**config.mk**
```make
export PLATFORM = sky130hd
export DESIGN_NAME = transfer_multiply_exec
export DESIGN_NICKNAME = d
export VERILOG_FILES = /design/src/rtl/transfer_multiply_pkg.sv /design/src/rtl/reg_bank.sv /design/src/rtl/transfer_multiply_exec.sv
export VERILOG_INCLUDE_DIRS = /design/src /design/src/rtl
export SDC_FILE = /design/constraint.sdc
export NUM_CORES = 1
export LEC_CHECK = 0
export ABC_AREA = 1
export BUFFER_PORTS_ARGS = -buffer_cell sky130_fd_sc_hd__buf_2
export CORE_UTILIZATION = 47
export DETAILED_ROUTE_END_ITERATION = 10
export PLACE_DENSITY = 0.74
export SLEW_MARGIN = 15
export SYNTH_ARGS = -nofsm -noshare
export SYNTH_HDL_FRONTEND = slang
export SYNTH_SLANG_ARGS = --single-unit
```
**constraint.sdc**
```tcl
create_clock -name core_clk -period 0.9 [get_ports core_clk]
set_input_delay 0.045 -clock core_clk [delete_from_list [all_inputs] [get_ports core_clk]]
set_output_delay 0.045 -clock core_clk [all_outputs]
set_load 0.01 [all_outputs]
```
**src/rtl/transfer_multiply_defs.svh**
```systemverilog
// Constants for the transfer and multiply execution block
`ifndef TRANSFER_MULTIPLY_DEFS_SVH
`define TRANSFER_MULTIPLY_DEFS_SVH
`define IMM4_MIN        (-8)
`define IMM4_MAX        7
`define NIB_HI_MSB      7
`define NIB_HI_LSB      4
`define NIB_LO_MSB      3
`define NIB_LO_LSB      0
`define BYTE_W          8
`define WORD_W          16
`define REG_CNT         8
`define RESET_WORD      16'h0000
`define RESET_ADDR      20'h00000
`endif

```
**src/rtl/transfer_multiply_pkg.sv**
```systemverilog
// Types for the transfer and multiply execution block
package transfer_multiply_pkg;
  typedef enum logic [2:0] {
    OP_PLAIN,
    OP_EFF_ADDR,
    OP_NIBBLE,
    OP_SMUL,
    OP_UMUL
  } op_t;
  typedef enum logic [1:0] {
    FMT_GENERAL,
    FMT_QUICK,
    FMT_SHORT,
    FMT_ZERO
  } fmt_t;
  typedef enum logic [1:0] {
    DIR_HH,
    DIR_HL,
    DIR_LH,
    DIR_LL
  } dir_t;
  // Operand selectors: registers, immediate, or memory
  typedef enum logic [3:0] {
    SEL_ACC_LOW,
    SEL_ACC_HIGH,
    SEL_R1L,
    SEL_R1H,
    SEL_DATA0,
    SEL_DATA1,
    SEL_DATA2,
    SEL_DATA3,
    SEL_ADDR0,
    SEL_ADDR1,
    SEL_IMM,
    SEL_MEM
  } sel_t;
endpackage

```
**src/rtl/reg_bank.sv**
```systemverilog
// Small register bank with registered read data
`timescale 1ns/100ps
`include "transfer_multiply_defs.svh"
module reg_bank (
  input  wire logic        core_clk,
  input  wire logic        nrst,
  input  wire logic        clkEn,
  input  wire logic [2:0]  wrIdx,
  input  wire logic [15:0] wrData,
  input  wire logic        wrEn,
  input  wire logic [2:0]  rdIdx,
  output logic      [15:0] rdData
);
  logic [15:0] bank_ff [`REG_CNT];

  always_ff @(posedge core_clk or negedge nrst) begin
    if (!nrst) begin
      for (int i = 0; i < `REG_CNT; i++) begin
        bank_ff[i] <= `RESET_WORD;
      end
      rdData <= `RESET_WORD;
    end else if (clkEn) begin
      if (wrEn) begin
        bank_ff[wrIdx] <= wrData;
      end
      rdData <= bank_ff[rdIdx];
    end
  end
endmodule // reg_bank

```
**src/rtl/transfer_multiply_exec.sv**
```systemverilog
// Execution of transfer, effective-address, nibble and multiply operations
// Functional notes
// RL1: quick immediate limited to -8..+7
// RL2: short format is byte only, except immediate-to-address
// RL3: short format: source and destination differ
// RL4: low accumulator byte goes only to second address
// RL5: high accumulator byte goes only to first address
// RL6: short immediate to address allows byte, word
// RL7: effective-address transfer stores address, flags kept
// RL8: nibble copy by four direction codes
// RL9: nibble transfer uses low accumulator byte
// RL10: signed multiply, two's complement, flags kept
// RL11: unsigned multiply, magnitudes, flags kept
// RL12: byte multiply: 8-bit operands, 16-bit product
// RL13: word multiply: 16-bit operands, 32-bit product
// RL14: byte multiply uses address register low byte
// RL15: word product to matching register pair
// RL16: byte multiply never uses two address registers
// RL17: nibble transfer keeps other destination nibble
`timescale 1ns/100ps
`include "transfer_multiply_defs.svh"
module transfer_multiply_exec
  import transfer_multiply_pkg::*;
(
  input  wire logic                              core_clk,
  input  wire logic                              nrst,
  input  wire logic                              clkEn,
  input  wire logic                              opValid,
  input  wire transfer_multiply_pkg::op_t        opCode,
  input  wire transfer_multiply_pkg::fmt_t       opFmt,
  input  wire transfer_multiply_pkg::dir_t       nibDir,
  input  wire logic                              opWord,
  input  wire transfer_multiply_pkg::sel_t       srcSel,
  input  wire transfer_multiply_pkg::sel_t       dstSel,
  input  wire logic [15:0]                       srcVal,
  input  wire logic [15:0]                       dstVal,
  input  wire logic [15:0]                       immVal,
  input  wire logic [19:0]                       srcAddr,
  input  wire logic [2:0]                        flagsIn,
  output logic                                   resValid,
  output logic                                   opIllegal,
  output logic [31:0]                            resData,
  output logic                                   resPair,
  output transfer_multiply_pkg::sel_t            resDst,
  output logic [2:0]                             flagsOut,
  output logic                                   flagsWr,
  output logic [15:0]                            probeData
);
  logic [31:0] resData_ff;
  logic        resValid_ff;
  logic        opIllegal_ff;
  logic        resPair_ff;
  sel_t        resDst_ff;
  logic [2:0]  flagsOut_ff;
  logic        flagsWr_ff;

  // Operand classes
  wire srcAddrReg = (srcSel == SEL_ADDR0) || (srcSel == SEL_ADDR1);
  wire dstAddrReg = (dstSel == SEL_ADDR0) || (dstSel == SEL_ADDR1);

  // Quick immediate range check
  wire signed [15:0] immSigned = immVal;
  wire quickBad = (opFmt == FMT_QUICK) && ((immSigned < `IMM4_MIN) || (immSigned > `IMM4_MAX)); // [RL1]

  // Short format legality
  wire shortImmAddr = (srcSel == SEL_IMM) && dstAddrReg;                        // [RL6]
  wire shortSizeBad = opWord && !shortImmAddr;                                  // [RL2]
  wire shortSameBad = (srcSel == dstSel);                                       // [RL3]
  wire shortLowBad  = (srcSel == SEL_ACC_LOW) && (dstSel == SEL_ADDR0);         // [RL4]
  wire shortHighBad = (srcSel == SEL_ACC_HIGH) && (dstSel == SEL_ADDR1);        // [RL5]
  wire shortBad     = (opFmt == FMT_SHORT) && (shortSizeBad || shortSameBad || shortLowBad || shortHighBad);
  wire zeroBad      = (opFmt == FMT_ZERO) && opWord;

  wire plainBad  = (opCode == OP_PLAIN) && (quickBad || shortBad || zeroBad);
  wire nibbleBad = (opCode == OP_NIBBLE) && (srcSel != SEL_ACC_LOW) && (dstSel != SEL_ACC_LOW); // [RL9]
  wire isMul     = (opCode == OP_SMUL) || (opCode == OP_UMUL);
  wire mulBad    = isMul && !opWord && srcAddrReg && dstAddrReg;                // [RL16]
  wire illegal   = plainBad || nibbleBad || mulBad;

  // Plain transfer value, zero store and byte zero extension for every destination
  wire [15:0] plainSrc = (opFmt == FMT_ZERO) ? `RESET_WORD : srcVal;
  wire [15:0] plainVal = opWord ? plainSrc : {8'h00, plainSrc[`BYTE_W-1:0]};

  // Nibble transfer
  wire [3:0] srcHi = srcVal[`NIB_HI_MSB:`NIB_HI_LSB];
  wire [3:0] srcLo = srcVal[`NIB_LO_MSB:`NIB_LO_LSB];
  wire [3:0] dstHi = dstVal[`NIB_HI_MSB:`NIB_HI_LSB];
  wire [3:0] dstLo = dstVal[`NIB_LO_MSB:`NIB_LO_LSB];
  wire [7:0] nibVal = (nibDir == DIR_HH) ? {srcHi, dstLo} :                   // [RL8] [RL17]
                      (nibDir == DIR_HL) ? {dstHi, srcHi} :
                      (nibDir == DIR_LH) ? {srcLo, dstLo} :
                                           {dstHi, srcLo};

  // Multiplier operands; byte size takes low 8 bits of any register
  wire        mulSigned = (opCode == OP_SMUL);
  wire [7:0]  srcB      = srcVal[`BYTE_W-1:0];                                  // [RL14]
  wire [7:0]  dstB      = dstVal[`BYTE_W-1:0];                                  // [RL14]
  wire [16:0] srcExt    = opWord ? {mulSigned & srcVal[`WORD_W-1], srcVal}
                                 : {{9{mulSigned & srcB[`BYTE_W-1]}}, srcB};
  wire [16:0] dstExt    = opWord ? {mulSigned & dstVal[`WORD_W-1], dstVal}
                                 : {{9{mulSigned & dstB[`BYTE_W-1]}}, dstB};
  wire signed [33:0] mulFull = $signed(srcExt) * $signed(dstExt);              // [RL10] [RL11]
  wire [31:0] mulVal = opWord ? mulFull[31:0] : {16'h0000, mulFull[15:0]};      // [RL12] [RL13]
  wire pairDst = isMul && opWord
                 && ((dstSel == SEL_DATA0) || (dstSel == SEL_DATA1) || (dstSel == SEL_ADDR0)); // [RL15]

  // Flag update: sign and zero for plain transfer only
  wire [15:0] plainMsk = opWord ? plainVal : {8'h00, plainSrc[`BYTE_W-1:0]};
  wire        plainNeg = opWord ? plainVal[`WORD_W-1] : plainSrc[`BYTE_W-1];
  wire        plainZ   = (plainMsk == `RESET_WORD);
  wire [2:0]  nxtFlags = (opCode == OP_PLAIN) ? {flagsIn[2], plainNeg, plainZ} : flagsIn;
  wire        nxtFlagsWr = (opCode == OP_PLAIN);

  logic [31:0] nxt_resData;
  always_comb begin
    unique case (opCode)
      OP_PLAIN:    nxt_resData = {16'h0000, plainVal};
      OP_EFF_ADDR: nxt_resData = {12'h000, srcAddr};                            // [RL7]
      OP_NIBBLE:   nxt_resData = {24'h000000, nibVal};
      OP_SMUL,
      OP_UMUL:     nxt_resData = mulVal;
      default:     nxt_resData = 32'h00000000;
    endcase
  end

  always_ff @(posedge core_clk or negedge nrst) begin
    if (!nrst) begin
      resValid_ff  <= 1'b0;
      opIllegal_ff <= 1'b0;
      resData_ff   <= 32'h00000000;
      resPair_ff   <= 1'b0;
      resDst_ff    <= SEL_ACC_LOW;
      flagsOut_ff  <= 3'h0;
      flagsWr_ff   <= 1'b0;
    end else if (clkEn) begin
      resValid_ff  <= opValid && !illegal;
      opIllegal_ff <= opValid && illegal;
      flagsWr_ff   <= opValid && !illegal && nxtFlagsWr; // [RL7] [RL10] [RL11]
      if (opValid && !illegal) begin
        resData_ff  <= nxt_resData;
        resPair_ff  <= pairDst;
        resDst_ff   <= dstSel;
        flagsOut_ff <= nxtFlags;
      end
    end
  end

  // Scratch bank keeps last results for readback
  wire [3:0] dstCode = dstSel;
  wire [3:0] srcCode = srcSel;
  wire       bankWr  = opValid && !illegal;
  reg_bank uBank (
    .core_clk (core_clk),
    .nrst     (nrst),
    .clkEn    (clkEn),
    .wrIdx    (dstCode[2:0]),
    .wrData   (nxt_resData[15:0]),
    .wrEn     (bankWr),
    .rdIdx    (srcCode[2:0]),
    .rdData   (probeData)
  );

  assign resValid  = resValid_ff;
  assign opIllegal = opIllegal_ff;
  assign resData   = resData_ff;
  assign resPair   = resPair_ff;
  assign resDst    = resDst_ff;
  assign flagsOut  = flagsOut_ff;
  assign flagsWr   = flagsWr_ff;

  a_quick_imm_range: assert property (@(posedge core_clk) disable iff (!nrst) // [RL1]
    clkEn && opValid && opCode == OP_PLAIN && opFmt == FMT_QUICK && ($signed(immVal) > 7) |=> opIllegal)
    else $error("quick immediate out of range accepted");
  a_short_byte_only: assert property (@(posedge core_clk) disable iff (!nrst) // [RL2]
    clkEn && opValid && opCode == OP_PLAIN && opFmt == FMT_SHORT && opWord && srcSel != SEL_IMM |=> !resValid)
    else $error("short word transfer accepted");
  a_short_same_reg: assert property (@(posedge core_clk) disable iff (!nrst) // [RL3]
    clkEn && opValid && opCode == OP_PLAIN && opFmt == FMT_SHORT && srcSel == dstSel |=> opIllegal)
    else $error("short same register accepted");
  a_low_to_addr: assert property (@(posedge core_clk) disable iff (!nrst) // [RL4]
    clkEn && opValid && opCode == OP_PLAIN && opFmt == FMT_SHORT && srcSel == SEL_ACC_LOW && dstSel == SEL_ADDR0
    |=> opIllegal)
    else $error("low byte to first address accepted");
  a_high_to_addr: assert property (@(posedge core_clk) disable iff (!nrst) // [RL5]
    clkEn && opValid && opCode == OP_PLAIN && opFmt == FMT_SHORT && srcSel == SEL_ACC_HIGH && dstSel == SEL_ADDR1
    |=> opIllegal)
    else $error("high byte to second address accepted");
  a_imm_word_addr: assert property (@(posedge core_clk) disable iff (!nrst) // [RL6]
    clkEn && opValid && opCode == OP_PLAIN && opFmt == FMT_SHORT && opWord && srcSel == SEL_IMM
    && dstSel == SEL_ADDR0 |=> resValid && resData[15:0] == $past(srcVal))
    else $error("short immediate word to address refused");
  a_eff_addr_val: assert property (@(posedge core_clk) disable iff (!nrst) // [RL7]
    clkEn && opValid && opCode == OP_EFF_ADDR |=> resValid && !flagsWr && resData[19:0] == $past(srcAddr))
    else $error("effective address result wrong");
  a_nibble_acc: assert property (@(posedge core_clk) disable iff (!nrst) // [RL9]
    clkEn && opValid && opCode == OP_NIBBLE && srcSel != SEL_ACC_LOW && dstSel != SEL_ACC_LOW |=> opIllegal)
    else $error("nibble transfer without low accumulator accepted");
  a_nibble_keep: assert property (@(posedge core_clk) disable iff (!nrst) // [RL17]
    clkEn && opValid && opCode == OP_NIBBLE && nibDir == DIR_LL && !illegal
    |=> resData[7:0] == {$past(dstVal[7:4]), $past(srcVal[3:0])})
    else $error("nibble transfer corrupted other nibble");
  a_umul_byte: assert property (@(posedge core_clk) disable iff (!nrst) // [RL12]
    clkEn && opValid && opCode == OP_UMUL && !opWord && !illegal
    |=> resData[15:0] == $past(srcVal[7:0]) * $past(dstVal[7:0]) && resData[31:16] == 16'h0000 && !flagsWr)
    else $error("unsigned byte product wrong");
  a_smul_word: assert property (@(posedge core_clk) disable iff (!nrst) // [RL13]
    clkEn && opValid && opCode == OP_SMUL && opWord
    |=> $signed(resData) == $signed($past(srcVal)) * $signed($past(dstVal)))
    else $error("signed word product wrong");
  a_pair_dest: assert property (@(posedge core_clk) disable iff (!nrst) // [RL15]
    clkEn && opValid && isMul && opWord && dstSel == SEL_ADDR0 |=> resPair)
    else $error("word product not sent to register pair");
  a_mul_addr_pair: assert property (@(posedge core_clk) disable iff (!nrst) // [RL16]
    clkEn && opValid && isMul && !opWord && srcAddrReg && dstAddrReg |=> opIllegal && !resValid)
    else $error("byte multiply on two address registers accepted");

  a_quick_imm_low: assert property (@(posedge core_clk) disable iff (!nrst) // [RL1]
    clkEn && opValid && opCode == OP_PLAIN && opFmt == FMT_QUICK && ($signed(immVal) < `IMM4_MIN) |=> opIllegal)
    else $error("quick immediate below range accepted");

  a_quick_imm_ok: assert property (@(posedge core_clk) disable iff (!nrst) // [RL1]
    clkEn && opValid && opCode == OP_PLAIN && opFmt == FMT_QUICK && ($signed(immVal) >= `IMM4_MIN)
    && ($signed(immVal) <= `IMM4_MAX) |=> resValid && flagsWr)
    else $error("quick immediate in range refused");

  a_short_imm_reg: assert property (@(posedge core_clk) disable iff (!nrst) // [RL2]
    clkEn && opValid && opCode == OP_PLAIN && opFmt == FMT_SHORT && opWord && srcSel == SEL_IMM && !dstAddrReg
    |=> opIllegal)
    else $error("short immediate word to register accepted");

  a_same_reg_held: assert property (@(posedge core_clk) disable iff (!nrst) // [RL3]
    clkEn && opValid && opCode == OP_PLAIN && opFmt == FMT_SHORT && srcSel == dstSel
    |=> !resValid && !flagsWr && $stable(resData))
    else $error("short same register changed result");

  a_low_to_second: assert property (@(posedge core_clk) disable iff (!nrst) // [RL4]
    clkEn && opValid && opCode == OP_PLAIN && opFmt == FMT_SHORT && !opWord && srcSel == SEL_ACC_LOW
    && dstSel == SEL_ADDR1 |=> resValid && resData[15:0] == {8'h00, $past(srcVal[7:0])})
    else $error("low byte to second address refused");

  a_high_to_first: assert property (@(posedge core_clk) disable iff (!nrst) // [RL5]
    clkEn && opValid && opCode == OP_PLAIN && opFmt == FMT_SHORT && !opWord && srcSel == SEL_ACC_HIGH
    && dstSel == SEL_ADDR0 |=> resValid && resData[15:0] == {8'h00, $past(srcVal[7:0])})
    else $error("high byte to first address refused");

  a_imm_byte_addr: assert property (@(posedge core_clk) disable iff (!nrst) // [RL6]
    clkEn && opValid && opCode == OP_PLAIN && opFmt == FMT_SHORT && !opWord && srcSel == SEL_IMM && dstAddrReg
    |=> resValid && resData[15:0] == {8'h00, $past(srcVal[7:0])})
    else $error("short immediate byte to address refused");

  a_eff_addr_dst: assert property (@(posedge core_clk) disable iff (!nrst) // [RL7]
    clkEn && opValid && opCode == OP_EFF_ADDR |=> resDst == $past(dstSel) && resData[31:20] == 12'h000)
    else $error("effective address destination wrong");

  a_nibble_hh: assert property (@(posedge core_clk) disable iff (!nrst) // [RL8]
    clkEn && opValid && opCode == OP_NIBBLE && nibDir == DIR_HH && !illegal
    |=> resData[7:0] == {$past(srcVal[7:4]), $past(dstVal[3:0])})
    else $error("nibble high to high wrong");

  a_nibble_hl: assert property (@(posedge core_clk) disable iff (!nrst) // [RL8]
    clkEn && opValid && opCode == OP_NIBBLE && nibDir == DIR_HL && !illegal
    |=> resData[7:0] == {$past(dstVal[7:4]), $past(srcVal[7:4])})
    else $error("nibble high to low wrong");

  a_nibble_lh: assert property (@(posedge core_clk) disable iff (!nrst) // [RL8]
    clkEn && opValid && opCode == OP_NIBBLE && nibDir == DIR_LH && !illegal
    |=> resData[7:0] == {$past(srcVal[3:0]), $past(dstVal[3:0])})
    else $error("nibble low to high wrong");

  a_nibble_flags: assert property (@(posedge core_clk) disable iff (!nrst) // [RL8]
    clkEn && opValid && opCode == OP_NIBBLE && !illegal |=> resValid && !flagsWr)
    else $error("nibble transfer touched flags");

  a_smul_byte: assert property (@(posedge core_clk) disable iff (!nrst) // [RL10]
    clkEn && opValid && opCode == OP_SMUL && !opWord && !illegal
    |=> $signed(resData[15:0]) == $signed($past(srcVal[7:0])) * $signed($past(dstVal[7:0])))
    else $error("signed byte product wrong");

  a_umul_word: assert property (@(posedge core_clk) disable iff (!nrst) // [RL11]
    clkEn && opValid && opCode == OP_UMUL && opWord |=> resData == $past(srcVal) * $past(dstVal) && !flagsWr)
    else $error("unsigned word product wrong");

  a_mul_flags: assert property (@(posedge core_clk) disable iff (!nrst) // [RL10] [RL11]
    clkEn && opValid && isMul && !illegal |=> resValid && !flagsWr)
    else $error("multiply touched flags");

  a_byte_upper: assert property (@(posedge core_clk) disable iff (!nrst) // [RL12]
    clkEn && opValid && isMul && !opWord && !illegal |=> resData[31:16] == 16'h0000 && !resPair)
    else $error("byte product spilled past 16 bits");

  a_pair_data: assert property (@(posedge core_clk) disable iff (!nrst) // [RL15]
    clkEn && opValid && isMul && opWord && (dstSel == SEL_DATA0 || dstSel == SEL_DATA1) |=> resPair)
    else $error("word product not sent to data pair");

  a_pair_other: assert property (@(posedge core_clk) disable iff (!nrst) // [RL15]
    clkEn && opValid && isMul && opWord && !(dstSel inside {SEL_DATA0, SEL_DATA1, SEL_ADDR0}) |=> !resPair)
    else $error("word product sent to wrong pair");

  a_pair_plain: assert property (@(posedge core_clk) disable iff (!nrst) // [RL15]
    clkEn && opValid && !isMul && !illegal |=> !resPair)
    else $error("non-multiply result marked as pair");

  a_mul_one_addr: assert property (@(posedge core_clk) disable iff (!nrst) // [RL16]
    clkEn && opValid && isMul && !opWord && srcAddrReg && !dstAddrReg |=> resValid)
    else $error("byte multiply with one address register refused");

  a_addr_low_only: assert property (@(posedge core_clk) disable iff (!nrst) // [RL14]
    clkEn && opValid && opCode == OP_UMUL && !opWord && dstAddrReg && !srcAddrReg
    |=> resData[15:0] == $past(srcVal[7:0]) * $past(dstVal[7:0]))
    else $error("address register high byte used in product");
endmodule // transfer_multiply_exec

```
==> flow_metrics.env <==
export IMPL_grt_overflow_total=0
export IMPL_wl_um=68400
export IMPL_die_h_um=206
export IMPL_grt_antenna_before_repair=0
export IMPL_rsz0062_at_grt="true"
export IMPL_grt_max_degree=65
export IMPL_routed_wire_length_per_instance_um=19.6
export IMPL_fin_ws_ns=-4.46
export IMPL_period_minus_slack_ns=5.36
export IMPL_relSlewSlack_pct=55.5
export IMPL_dr_pass1_iters=6
export IMPL_met1_usage_pct=46.6
export IMPL_clock_latency_ns=0.43
export IMPL_n_antenna_cell=0
export IMPL_cp_start_kind="primary input"
export IMPL_power_uw=108000
export IMPL_synth_edff_count=0
export IMPL_grt_busiest_layer="met2"
export IMPL_cap_violations=0
export IMPL_floorplan_initialDensity_pct=47.8
export IMPL_crit_family="adder cells"
export IMPL_syn_inst=2454
export IMPL_syn_nets=2909
export IMPL_port_buffer_count=146
export IMPL_status="complete, but fails checks"
export IMPL_worst_path_buf_inv=8
export IMPL_synth_seq_cells=187
export IMPL_drive_gt1_share_pct=35.6
export IMPL_worst_slew_pin_slew_ns=0.667
export IMPL_clk_path_buf_depth=2
export IMPL_async_flop_share_pct=100
export IMPL_grt_usage_pct=33.1
export IMPL_drc_errors=0
export IMPL_syn_area_sq_um=19600
export IMPL_ant_nets=0
export IMPL_cp_slowest_stage_delay_ns=0.64
export IMPL_ys_warn_count=0
export IMPL_cp_max_fo=7
export IMPL_dr_total_vias=19100
export IMPL_ioPinCount=150
export IMPL_gp_congestion=0.981
export IMPL_core_sq_um=40900
export IMPL_fin_setup_tns_ns=-476.36
export IMPL_use_met3_pct=4.32
export IMPL_area_growth_syn_to_layout_pct=40.7
export IMPL_setup_viol=246
export IMPL_cts_sinks=187
export IMPL_initialDrtViolationCount=1527
export IMPL_grt_pass1_vias=19500
export IMPL_holdCritPathClass="in2reg"
export IMPL_die_area_sq_um=42500
export IMPL_fmaxAchievable_ghz=0.187
export IMPL_violations="setup timing"
export IMPL_std_cell_rows=74
export IMPL_synth_ff_type="dfrtp_1"
export IMPL_met2_usage_pct=53.0
export IMPL_place_detailed_hpwl_um=53600
export IMPL_power_density_nw_per_um2=3910
export IMPL_stdcell_count=3491
export IMPL_cpMaxStageDelayCell="fa_1"
export IMPL_cp_arrival_ns=5.67
export IMPL_ys_seq_area_share_pct=23.9
export IMPL_htreeDepth=4
export IMPL_cts_buffers=17
export IMPL_grt_pass1_wl_um=107000
export IMPL_avgSynthCellArea_sq_um=7.98
export IMPL_endpoint_kind="flip-flop"
export IMPL_root_buffer="clkbuf_16"
export IMPL_tritoncts="yes"
export IMPL_min_period_over_period_pct=595
export IMPL_fp_dieW_um=206
export IMPL_p_leak_uw=0.0138
export IMPL_finClkSkew_ns=0.0104
export IMPL_ir_worst_vdd_mv=6.09
export IMPL_crit_top_cell="fa_1"
export IMPL_path_class="in2reg"
export IMPL_finalHoldViolCount=0
export IMPL_place_inst=3387
export IMPL_ys_types=43
export IMPL_report_final_slew_viol_count=0
export IMPL_required_ns=1.21
export IMPL_nets=3401
export IMPL_clk_pin_slew_ns=0.08
export IMPL_routed_via_density=5.48
kinds of logic (layout without fill, tap and decap cells):
group	Yosys count	after routing	synth area share, %
flops	187	187	23.9
fa+ha+maj	364	364	34.1
compound gates	370	370	10.7
simple gates	963	963	20.0
xor+xnor	10	10	0.448
buf+inv	560	1065	10.9
report_power, final:
group | leakage [uW] | switching [uW] | internal [uW]
Sequential | 0.00249 | 1550 | 10800
Clock | 0.000283 | 3550 | 3820
Combinational | 0.0111 | 47800 | 40200
tightest hold or removal path, cell delays in order:
cell and delay [ns]:
buf_2 0.13, nand2_1 0.07, o21ai_1 0.06, nand2_1 0.05, nand2_1 0.05
layout make-up:
cell class	count	area [sq um]
clock inverters	13	128
multi-input cells	1707	15000
clock buffers	19	453
flip-flops and latches	187	4680
well taps	532	666
fillers	3207	13400
repair inverters	5	38.8
inverters	454	1800
repair buffers	574	4800
placed cells by master (no fill, tap or decap), types with 7 or more instances in the layout:
| master | n |
|---|---|
| a21oi_4 | 15 |
| ha_1 | 31 |
| nor2_1 | 177 |
| a21oi_2 | 12 |
| o31ai_1 | 7 |
| buf_4 | 333 |
| nand2_2 | 53 |
| o21ai_2 | 53 |
| nand2_1 | 468 |
| fa_2 | 20 |
| inv_1 | 359 |
| clkinvlp_4 | 8 |
| inv_2 | 66 |
| fa_1 | 262 |
| o2111ai_1 | 32 |
| o21ai_1 | 120 |
| nand4_1 | 12 |
| clkbuf_16 | 17 |
| inv_4 | 12 |
| dfrtp_1 | 187 |
| nand3_1 | 112 |
| ha_4 | 46 |
| nand3_2 | 20 |
| o21ai_4 | 9 |
| buf_12 | 43 |
| nand2_4 | 29 |
| nor2_4 | 29 |
| nor2_2 | 18 |
| buf_2 | 131 |
| o21ai_0 | 65 |
| or2_4 | 11 |
| a21oi_1 | 24 |
| buf_6 | 56 |
| clkinv_4 | 7 |
flip-flops by register name, summed over array words and instances, names as in the netlist:
name	flops
resPair	1
opIllegal	1
resData	32
uBank.rdData	16
flagsWr	1
resValid	1
uBank.bank_ff	128
flagsOut	3
resDst	4
per-layer routing:
metal  up-vias  part of all wire [%]  routed length, um
li1       8621                     -                  -
met1      9512                    42              28800
met2       845                    47              32200
met3       136                   7.5               5100
met4         0                   3.3               2280
met5         -                     0                  0
Yosys cell counts (9+ instances only):
cell type	count	area share (%)
or2_2	13	0.42
xnor2_1	9	0.40
inv_1	443	8.5
a21oi_1	50	1.3
nand2_1	554	11
o2111ai_1	32	1.4
o21ai_0	230	5.9
ha_1	82	5.2
buf_2	17	0.43
clkbuf_1	82	1.6
fa_1	282	29
nor3_1	14	0.36
nor2_1	222	4.3
o21ai_1	17	0.43
nand3_1	133	3.4
dfrtp_1	187	24
nand4_1	12	0.38
worst paths after layout:
path	startpoint	endpoint	slack, ns	cells after the start
max	opCode[2]	resData[23]	-4.46	26
min	srcAddr[18]	resData[18]	0.01	5
max reg2reg	uBank.bank_ff[79]	uBank.rdData[15]	-0.24	4
min reg2reg	resData[12]	resData[12]	0.48	2
max in group asynchronous	nrst	uBank.bank_ff[58]	0.30	3
min in group asynchronous	nrst	opIllegal	0.10	2
metrics by stage:
stage / setup slack (ns) / utilization, % / instance area (sq um) / hold WS (ns)
2_1_floorplan: -4.37 / - / 21000 / -0.251
3_3_place_gp: -5.14 / 60.1 / 24600 / -0.0216
3_5_place_dp: -5.16 / 60.1 / 24600 / -0.0243
4_1_cts: -4.41 / 64.6 / 26400 / 0.00521
5_1_grt: -4.62 / 67.3 / 27500 / 0.0427
6_report: -4.46 / 67.3 / 27500 / 0.0145
repair_timing:
| action | in CTS | in global routing |
|---|---|---|
| setup endpoints to repair | 246 | 246 |
| hold buffers | 5 | 0 |
| resized for setup | 261 | 241 |
| pin swaps | 115 | 166 |
| buffers inserted | 34 | 30 |
| endpoints found under the hold margin | 191 | 0 |
| gates cloned | 4 | 2 |
(Power assumes the default switching activity.)
